`src/design/afrc_pkg.sv`:
```
// Constants and carrier types for the converter frame readout host.
// Assumes one 100 MHz system clock; the link is a full-duplex SPI master.
// How it works
// - On that edge host first saves held samples, then lowers chip select.
// - Frame is six three-byte words each way, shifted full-duplex.
// - First word sent is the null command, all zeros.
// - Host may discard the first received word.
// - Host sends a zero dummy byte for every byte it reads.
// - Host still clocks the zero padding byte of the checksum word.
// - Host computes CRC over the first 15 received bytes, in arrival order.
// - CRC register starts at all ones for each frame.
// - Received checksum is bytes 16 and 17; byte 18 ignored.
// - On match the four channel values go to holding buffers for next event.
// - Host raises chip select after the frame, before the next data-ready.
// - Readout is pipelined: transfer N-1 while converter acquires N, host uses N-2.
package afrc_pkg;
    localparam int CLK_HZ = 100_000_000;
    localparam int SCLK_HZ = 12_500_000;
    localparam int HALF_DIV = CLK_HZ / (2 * SCLK_HZ);
    localparam int OSR_MOD_CYCLES = 512;
    localparam int WORD_BITS = 24;
    localparam int WORDS = 6;
    localparam int BYTES = 18;
    localparam int CRC_BYTES = 15;
    localparam int CHANNELS = 4;
    localparam int FIFO_DEPTH = 16;
    localparam logic [7:0] DUMMY_BYTE = 8'h00;
    localparam logic [23:0] NULL_CMD = 24'h00_0000;
    localparam logic [15:0] CRC_INIT = 16'hFFFF;
    localparam logic [15:0] CRC_POLY = 16'h1021;
    localparam logic [4:0] CRC_HI_BYTE = 5'd15;
    localparam logic [4:0] CRC_LO_BYTE = 5'd16;
    localparam logic [4:0] LAST_BYTE = 5'd17;
    localparam logic [4:0] CH0_BYTE = 5'd3;

    typedef logic [WORD_BITS-1:0] afrc_word_t;

    // One buffered sample set
    typedef struct packed {
        afrc_word_t ch3;
        afrc_word_t ch2;
        afrc_word_t ch1;
        afrc_word_t ch0;
    } afrc_samples_s;

    // SPI pins driven by the host
    typedef struct packed {
        logic sclk;
        logic cs_n;
        logic mosi;
    } afrc_spi_s;

    typedef enum logic [4:0] {
        ST_IDLE = 5'b0_0001,
        ST_SAVE = 5'b0_0010,
        ST_SHIFT = 5'b0_0100,
        ST_CHECK = 5'b0_1000,
        ST_DONE = 5'b1_0000
    } afrc_state_e;
endpackage

```
`src/design/afrc_fifo.sv`:
```
// Synchronous FIFO with valid/ready on both sides.
// Assumes a single clock and an asynchronous active-low reset.
`timescale 1ns/1ps
module afrc_fifo #(
    parameter int WIDTH = 96,
    parameter int DEPTH = 16
) (
    input wire logic clk,
    input wire logic rst_n,
    input wire logic [WIDTH-1:0] in_data,
    input wire logic in_valid,
    output logic in_ready,
    output logic [WIDTH-1:0] out_data,
    output logic out_valid,
    input wire logic out_ready
);
    localparam int AW = $clog2(DEPTH);
    logic [WIDTH-1:0] mem [DEPTH];
    logic [AW-1:0] wr_ptr;
    logic [AW-1:0] rd_ptr;
    logic [AW-1:0] rd_next;
    logic [AW:0] count;
    logic push;
    logic pop;

    // Handshake terms
    assign push = in_valid && in_ready;
    assign pop = out_valid && out_ready;
    assign in_ready = count != (AW+1)'(DEPTH);
    // Slot after the presented word, so a pop refills with fresh data
    assign rd_next = (rd_ptr == AW'(DEPTH - 1)) ? '0 : rd_ptr + AW'(1);

    // Storage write
    always_ff @(posedge clk) begin
        if (push) begin
            mem[wr_ptr] <= in_data;
        end
    end

    // Pointers and fill level
    always_ff @(posedge clk or negedge rst_n) begin
        if (!rst_n) begin
            wr_ptr <= '0;
            rd_ptr <= '0;
            count <= '0;
        end else begin
            if (push) begin
                wr_ptr <= (wr_ptr == AW'(DEPTH - 1)) ? '0 : wr_ptr + 1'b1;
            end
            if (pop) begin
                rd_ptr <= rd_next;
            end
            count <= count + (AW+1)'(push) - (AW+1)'(pop);
        end
    end

    // Registered read side, refilled when empty or consumed
    always_ff @(posedge clk or negedge rst_n) begin
        if (!rst_n) begin
            out_data <= '0;
            out_valid <= 1'b0;
        end else if (!out_valid || out_ready) begin
            out_valid <= 1'b0;
            if (count != '0 && !(pop && count == (AW+1)'(1))) begin
                out_data <= pop ? mem[rd_next] : mem[rd_ptr];
                out_valid <= 1'b1;
            end
        end
    end
endmodule

```
`src/design/afrc_host.sv`:
```
// Host that reads one converter frame per data-ready event and checks its CRC.
// Assumes data_ready_n and MISO arrive asynchronously; SCLK is made here by division.
`timescale 1ns/1ps
module afrc_host (
    input wire logic MCLK,
    input wire logic RST_N,
    input wire logic DATA_READY_N,
    input wire logic MISO,
    output afrc_pkg::afrc_spi_s SPI,
    output afrc_pkg::afrc_samples_s SAMPLES,
    output logic SAMPLES_VALID,
    input wire logic SAMPLES_READY,
    output logic CRC_ERROR,
    input wire logic CRC_ERROR_CLR,
    output logic BUSY
);
    import afrc_pkg::*;

    afrc_state_e state;
    logic [1:0] data_ready_n_sync;
    logic [1:0] miso_sync;
    logic data_ready_n_prev;
    logic data_ready_n_fall;
    logic [7:0] div_cnt;
    logic sclk;
    logic tick;
    logic [2:0] bit_cnt;
    logic [4:0] byte_cnt;
    logic [7:0] tx_byte;
    logic [7:0] rx_byte;
    logic [7:0] rx_full;
    logic [15:0] crc;
    logic [15:0] next_crc;
    logic [15:0] crc_rx;
    afrc_samples_s frame;
    afrc_samples_s hold;
    logic hold_new;
    logic fifo_ready;
    logic frame_ok;
    logic err_set;

    // Two-stage synchronisers for pin inputs
    always_ff @(posedge MCLK or negedge RST_N) begin
        if (!RST_N) begin
            data_ready_n_sync <= 2'b11;
            miso_sync <= 2'b00;
            data_ready_n_prev <= 1'b1;
        end else begin
            data_ready_n_sync <= {data_ready_n_sync[0], DATA_READY_N};
            miso_sync <= {miso_sync[0], MISO};
            data_ready_n_prev <= data_ready_n_sync[1];
        end
    end

    // Readout is triggered by the falling edge only
    assign data_ready_n_fall = data_ready_n_prev && !data_ready_n_sync[1];

    // Byte CRC, MSB first, no final inversion
    always_comb begin
        next_crc = crc;
        for (int i = 7; i >= 0; i--) begin
            if (next_crc[15] ^ rx_byte[i]) begin
                next_crc = {next_crc[14:0], 1'b0} ^ CRC_POLY;
            end else begin
                next_crc = {next_crc[14:0], 1'b0};
            end
        end
    end

    // Last received byte including the bit just sampled
    assign rx_full = {rx_byte[6:0], miso_sync[1]};
    assign tick = (state == ST_SHIFT) && (div_cnt == 8'(HALF_DIV - 1));

    // Control sequence
    always_ff @(posedge MCLK or negedge RST_N) begin
        if (!RST_N) begin
            state <= ST_IDLE;
        end else begin
            case (state)
                ST_IDLE: begin
                    if (data_ready_n_fall) begin
                        state <= ST_SAVE;
                    end
                end
                ST_SAVE: begin
                    state <= ST_SHIFT;
                end
                ST_SHIFT: begin
                    if (tick && sclk && bit_cnt == 3'd7 && byte_cnt == LAST_BYTE) begin
                        state <= ST_CHECK;
                    end
                end
                ST_CHECK: begin
                    state <= ST_DONE;
                end
                ST_DONE: begin
                    state <= ST_IDLE;
                end
                default: begin
                    state <= ST_IDLE;
                end
            endcase
        end
    end

    // Clock divider, mode 0: sample on rising, change on falling
    always_ff @(posedge MCLK or negedge RST_N) begin
        if (!RST_N) begin
            div_cnt <= '0;
            sclk <= 1'b0;
        end else if (state != ST_SHIFT) begin
            div_cnt <= '0;
            sclk <= 1'b0;
        end else if (tick) begin
            div_cnt <= '0;
            sclk <= !sclk;
        end else begin
            div_cnt <= div_cnt + 8'd1;
        end
    end

    // Bit and byte counters, shift registers
    always_ff @(posedge MCLK or negedge RST_N) begin
        if (!RST_N) begin
            bit_cnt <= '0;
            byte_cnt <= '0;
            tx_byte <= DUMMY_BYTE;
            rx_byte <= '0;
        end else if (state == ST_SAVE) begin
            bit_cnt <= '0;
            byte_cnt <= '0;
            tx_byte <= NULL_CMD[23:16];
            rx_byte <= '0;
        end else if (tick && !sclk) begin
            rx_byte <= rx_full; // Rising edge samples MISO
        end else if (tick && sclk) begin
            bit_cnt <= bit_cnt + 3'd1;
            if (bit_cnt == 3'd7) begin
                byte_cnt <= byte_cnt + 5'd1;
                // Command bytes first, then zero dummies for every read byte
                if (byte_cnt == 5'd0) begin
                    tx_byte <= NULL_CMD[15:8];
                end else if (byte_cnt == 5'd1) begin
                    tx_byte <= NULL_CMD[7:0];
                end else begin
                    tx_byte <= DUMMY_BYTE;
                end
            end else begin
                tx_byte <= {tx_byte[6:0], 1'b0};
            end
        end
    end

    // Per-byte capture: the byte is complete after its eighth rise, so read rx_byte
    always_ff @(posedge MCLK or negedge RST_N) begin
        if (!RST_N) begin
            crc <= CRC_INIT;
            crc_rx <= '0;
            frame <= '0;
        end else if (state == ST_SAVE) begin
            crc <= CRC_INIT;
        end else if (tick && sclk && bit_cnt == 3'd7) begin
            if (byte_cnt < 5'(CRC_BYTES)) begin
                crc <= next_crc;
            end
            if (byte_cnt >= CH0_BYTE && byte_cnt < CRC_HI_BYTE) begin
                frame <= {rx_byte, frame[95:8]};
            end
            if (byte_cnt == CRC_HI_BYTE) begin
                crc_rx[15:8] <= rx_byte;
            end
            if (byte_cnt == CRC_LO_BYTE) begin
                crc_rx[7:0] <= rx_byte;
            end
        end
    end

    // Bytes arrive MSB first per word; reorder into channel words
    function automatic afrc_samples_s afrc_order(input afrc_samples_s f);
        afrc_samples_s r;
        r = '0;
        for (int c = 0; c < CHANNELS; c++) begin
            r[c*WORD_BITS +: WORD_BITS] = {f[c*WORD_BITS +: 8], f[c*WORD_BITS+8 +: 8],
                f[c*WORD_BITS+16 +: 8]};
        end
        return r;
    endfunction

    assign frame_ok = (crc == crc_rx);

    // Holding buffer updated only on a good frame
    always_ff @(posedge MCLK or negedge RST_N) begin
        if (!RST_N) begin
            hold <= '0;
            hold_new <= 1'b0;
        end else begin
            if (state == ST_SAVE) begin
                hold_new <= 1'b0; // save of previous set into FIFO
            end
            if (state == ST_CHECK && frame_ok) begin
                hold <= afrc_order(frame);
                hold_new <= 1'b1;
            end
        end
    end

    // Sticky error flag; a new error wins over a clear
    assign err_set = (state == ST_CHECK) && !frame_ok;
    always_ff @(posedge MCLK or negedge RST_N) begin
        if (!RST_N) begin
            CRC_ERROR <= 1'b0;
        end else if (err_set) begin
            CRC_ERROR <= 1'b1;
        end else if (CRC_ERROR_CLR) begin
            CRC_ERROR <= 1'b0;
        end
    end

    // Pin outputs
    always_ff @(posedge MCLK or negedge RST_N) begin
        if (!RST_N) begin
            SPI <= '{sclk: 1'b0, cs_n: 1'b1, mosi: 1'b0};
            BUSY <= 1'b0;
        end else begin
            SPI.sclk <= sclk;
            SPI.cs_n <= !(state == ST_SHIFT);
            SPI.mosi <= tx_byte[7];
            BUSY <= state != ST_IDLE;
        end
    end

    // Saved set queued ahead of the new transfer
    afrc_fifo #(
        .WIDTH(4 * WORD_BITS),
        .DEPTH(FIFO_DEPTH)
    ) u_fifo (
        .clk(MCLK),
        .rst_n(RST_N),
        .in_data(hold),
        .in_valid(state == ST_SAVE && hold_new),
        .in_ready(fifo_ready),
        .out_data(SAMPLES),
        .out_valid(SAMPLES_VALID),
        .out_ready(SAMPLES_READY)
    );
endmodule

```
`config.mk`:
```
export PLATFORM = sky130hd
export DESIGN_NAME = afrc_host
export DESIGN_NICKNAME = d
export VERILOG_FILES = /design/src/design/afrc_pkg.sv /design/src/design/afrc_fifo.sv /design/src/design/afrc_host.sv
export SDC_FILE = /design/constraint.sdc
export NUM_CORES = 2
export LEC_CHECK = 0
export ABC_CLOCK_PERIOD_IN_PS = 9200
export BUFFER_PORTS_ARGS = -buffer_cell sky130_fd_sc_hd__buf_2
export CORE_AREA = 2 2 369 408
export DETAILED_ROUTE_END_ITERATION = 16
export DIE_AREA = 0 0 371 410
export GPL_ROUTABILITY_DRIVEN = 0
export PLACE_DENSITY = 0.76
export RECOVER_POWER = 50
export SLEW_MARGIN = 40
export SYNTH_ARGS = -nofsm -noshare
export SYNTH_HDL_FRONTEND = slang
export SYNTH_SLANG_ARGS = --single-unit
```
`constraint.sdc`:
```
create_clock -name MCLK -period 9.2 [get_ports MCLK]
set_clock_uncertainty 0.2 [all_clocks]
set_input_delay 0.46 -clock MCLK [delete_from_list [all_inputs] [get_ports MCLK]]
set_output_delay 0.46 -clock MCLK [all_outputs]
set_load 0.005 [all_outputs]
```
==> summary.txt <==
Placed design
  • DPL Wire Length: 110000 microns
  • Number of buffer cells added on primary ports: between 100 and 150
  • Placement Cell Area: ~0.087 sq mm

Power
  • Sw Share: 0.308
  • NetSw: 7.23 mW
  • Comb pwr share: 0.254
  • Worst IR drop on VDD: 0.453 mV
  • Part of the power in the clock network: 0.327
  • Pleak: between 20 and 30 nW
  • Internal power: about 16 mW
  • Total power density per cell area: 252 mW/mm^2
  • Share of power burned in registers: 0.419

Drt
  • Average detailed-routed wire length per instance: roughly 32 microns
  • Wire length reported by the detailed router: between 200000 and 250000 microns
  • Residual DRC: 0
  • Vias per cell: about 7
  • First-pass detailed-route iteration total: 6
  • Total vias in the final route: 45629
  • Number of nets with antenna violations after detailed routing: 0
  • Number of violations reported at the end of detailed-routing iteration 0: about 5700

Global routing
  • Total overflow reported by the global router: 0
  • Pin count of the biggest net entering global routing: between 100 and 150
  • Antenna violations before repair: 0
  • Global-route usage over all layers: 0.279
  • First-pass GRT wire length: about 310000 microns
  • Via count of the first global-routing pass: between 40000 and 50000

Timing
  • Slew Limit Fails: between 100 and 150
  • Setup TNS: 0 ns
  • Max transition margin: -1.74
  • Min Clock Period, post-route: approximately 6.0 ns
  • Final critical-path share of the clock period: 0.650
  • Worst slew pin tran: between 4 and 5 ns
  • RSZ-0062 raised after global routing: false
  • Maximum frequency from static timing analysis: between 150 and 200 MHz
  • Total of endpoints with negative setup slack in the final report: 0
  • Worst Hold Margin: 0.0687 ns
  • Final hold viol count: 0

Clock tree
  • Number of buffers inserted to repair setup after CTS: 0
  • Number of levels in the clock H-tree: 4
  • Num CTS Buffers: around 180
  • Clk root buf: clkbuf_16
  • Clock network latency to the later pin of the worst-skew pair: between 0.8 and 0.9 ns
  • Clock transition at the registers of the reported paths: 0.06 ns
  • Clock tree sinks: about 1900
  • Bufs on Longest Clock Path: 3
  • CTS tree: built

Floorplanning
  • Standard-cell rows: 149
  • Initial core utilization: 0.565
  • Overall die width: between 300 and 400 microns
  • Die Area: between 0.15 and 0.2 sq mm
  • Overall die height: roughly 410 microns
  • Core ar.: 0.149 sq mm
  • Top-level I/O count: roughly 110

Worst setup path
  • Slowest-stage cell, CP: clkbuf_1
  • Logic depth of the worst setup path including buffers: 4
  • Worst R2R Path Depth: 6
  • Max incr delay on CP: just under 3 ns
  • Worst Path Max Fanout: 59
  • Required time worst endpoint: 8.97 ns
  • Type of the worst setup path: in2async
  • Data arrival time of the critical path: ~5.8 ns
  • CP Launch Type: input port
  • Gate family responsible for the most delay along the worst path: buffers and inverters
  • Count of buffering cells on the critical path with inverters included: 4
  • Crit path cell chain: dlygate4sd3_1 -> dlygate4sd3_1 -> clkbuf_1 -> clkbuf_1
  • Critical path capture point type: asynchronous set/reset pin

Min path
  • Worst hold-check path type: in2reg
  • Cell depth of the worst hold path: 2

Logic synthesis
  • Library cell with the largest summed area after synthesis: edfxtp_1
  • Synthesized area per cell: approximately 20 sq um
  • Portion of synthesized cell area occupied by the leading cell type: 0.550
  • Number of distinct library cells after synthesis: 61
  • Number of instances in the synthesized netlist: 4283
  • Synth Net Count: ~4300
  • Total standard cell area after synthesis: 0.0839 sq mm
  • Flop and latch count out of synthesis: ~1900
  • Proportion of register bits with asynchronous set or reset after synthesis: 0.196
  • Sequential fraction of the synthesis area: 0.661
  • Cell types occupying the most area after synthesis: edfxtp_1 (55%), mux4_2 (21%), dfrtp_1 (11%)
  • Yosys warns: 0
  • Predominant post-synthesis flop cell: edfxtp_1
  • Count of flip-flops with a built-in enable after synthesis: between 1500 and 2000

Run
  • Number of max-capacitance violations reported: 3

Status
  • Run status: finished, violations left
  • Violated checks: max-capacitance violations, max-slew violations

Cells and area
  • Fraction of final layout cells with drive strength greater than 1: 0.311
  • Number of nets in the final layout: between 4000 and 5000
  • Most used cells in the layout excluding fill and tap cells: edfxtp_1 (1536), mux4_2 (766), dfrtp_1 (350)
  • Most frequent standard cell in the layout excluding fill and tap cells: edfxtp_1
  • Post-synthesis to final-layout area growth: 11.0%
  • Final non-filler cell area: 0.0931 sq mm
through the flow:
stage | util | std cells | power (mW) | setup slack [ns]
floorplan | - | 4283 | 14.1 | 0.127
global route | 0.627 | 6496 | 24.2 | 2.42
CTS | 0.626 | 6484 | 23.6 | 4.50
finish | 0.627 | 6498 | 23.5 | 3.22
detailed placement | 0.584 | 6137 | 16.0 | 4.54
global placement | 0.582 | 6127 | 15.8 | 4.45
cells in the mapped netlist, types with 20 or more instances:
cell	n
edfxtp_1	1536
mux4_2	766
dfrtp_1	353
nand2_1	238
mux2i_1	206
o22ai_1	191
mux2_2	169
clkbuf_1	146
o31ai_1	96
a22oi_1	95
buf_2	82
buf_1	45
mux2_1	40
xor2_1	34
buf_4	31
nor2_1	27
xnor2_1	22
dfstp_2	21
inv_1	21
nand3_1	21
o21ai_0	20
logic make-up after synthesis:
family | Yosys count | synth area share
flip-flops | 1910 | 0.661
multiplexers | 1181 | 0.258
AO/OA/AOI/OAI | 442 | 0.0357
AND/OR/NAND/NOR | 344 | 0.0182
buffers and inverters | 331 | 0.0179
XOR/XNOR | 56 | 0.00584
adder cells (fa/ha/maj) | 18 | 0.00277
other | 1 | 0.0000447
flip-flops by register name, indices dropped and copies added, names as in the netlist, 8 cells and up:
name,count
u_fifo.mem,1536
frame,96
hold,96
u_fifo.out_data,96
crc,16
crc_rx,16
div_cnt,8
rx_byte,8
area by class of cell:
class	count	area [sq um]
Antenna cell	2	5.00
Sequential cell	1910	55500
Inverter	22	82.6
Clock buffer	263	5260
Clock inverter	80	912
Fill cell	9801	55500
Multi-Input combinational cell	2042	27100
Timing Repair Buffer	216	1830
Tap cell	1963	2460
worst paths after layout:
path                            slack, ns                   end          from
worst min register to register       0.16          miso_sync[1]  miso_sync[0]
max in group MCLK                    3.88     u_fifo.mem[8][13]      state[2]
min in group asynchronous            0.92   u_fifo.out_data[57]         RST_N
worst max-delay path                 3.22    u_fifo.out_data[3]         RST_N
worst max register to register       3.88     u_fifo.mem[8][13]      state[2]
worst min-delay path                 0.07  data_ready_n_sync[0]  DATA_READY_N
worst register-to-register path, stage by stage, from the launching register on:
cell     delay [ns]
dfrtp_1        0.43
or4b_2         0.70
nor4_1         1.10
and3b_1        0.38
and2_4         0.72
buf_4          0.63
buf_4          0.73
metal layers:
layer  vias up  GRT usage  wire length (microns)
met5         -          0                      0
met4         0      0.111                   8540
met3       446     0.0502                  19300
met2      2625      0.455                 104000
met1     24343      0.378                  77200
li1      18215          -                      -
power by group through the flow:
stage               clock, mW  sequential [mW]  combinational (mW)
global placement            0             10.0                5.79
finish                   7.69             9.84                5.97
floorplan                   0             9.79                4.34
CTS                      7.77             9.88                5.93
global route             8.10             9.86                6.29
detailed placement          0             10.1                5.91
repair_timing:
action / in CTS / in global routing
endpoints found under the hold margin: 80 / 15
gates resized for setup: 0 / 0
endpoints found under the setup margin: 0 / 0
hold buffers: 4 / 1
No activity file was read; power rests on OpenSTA's default activity.
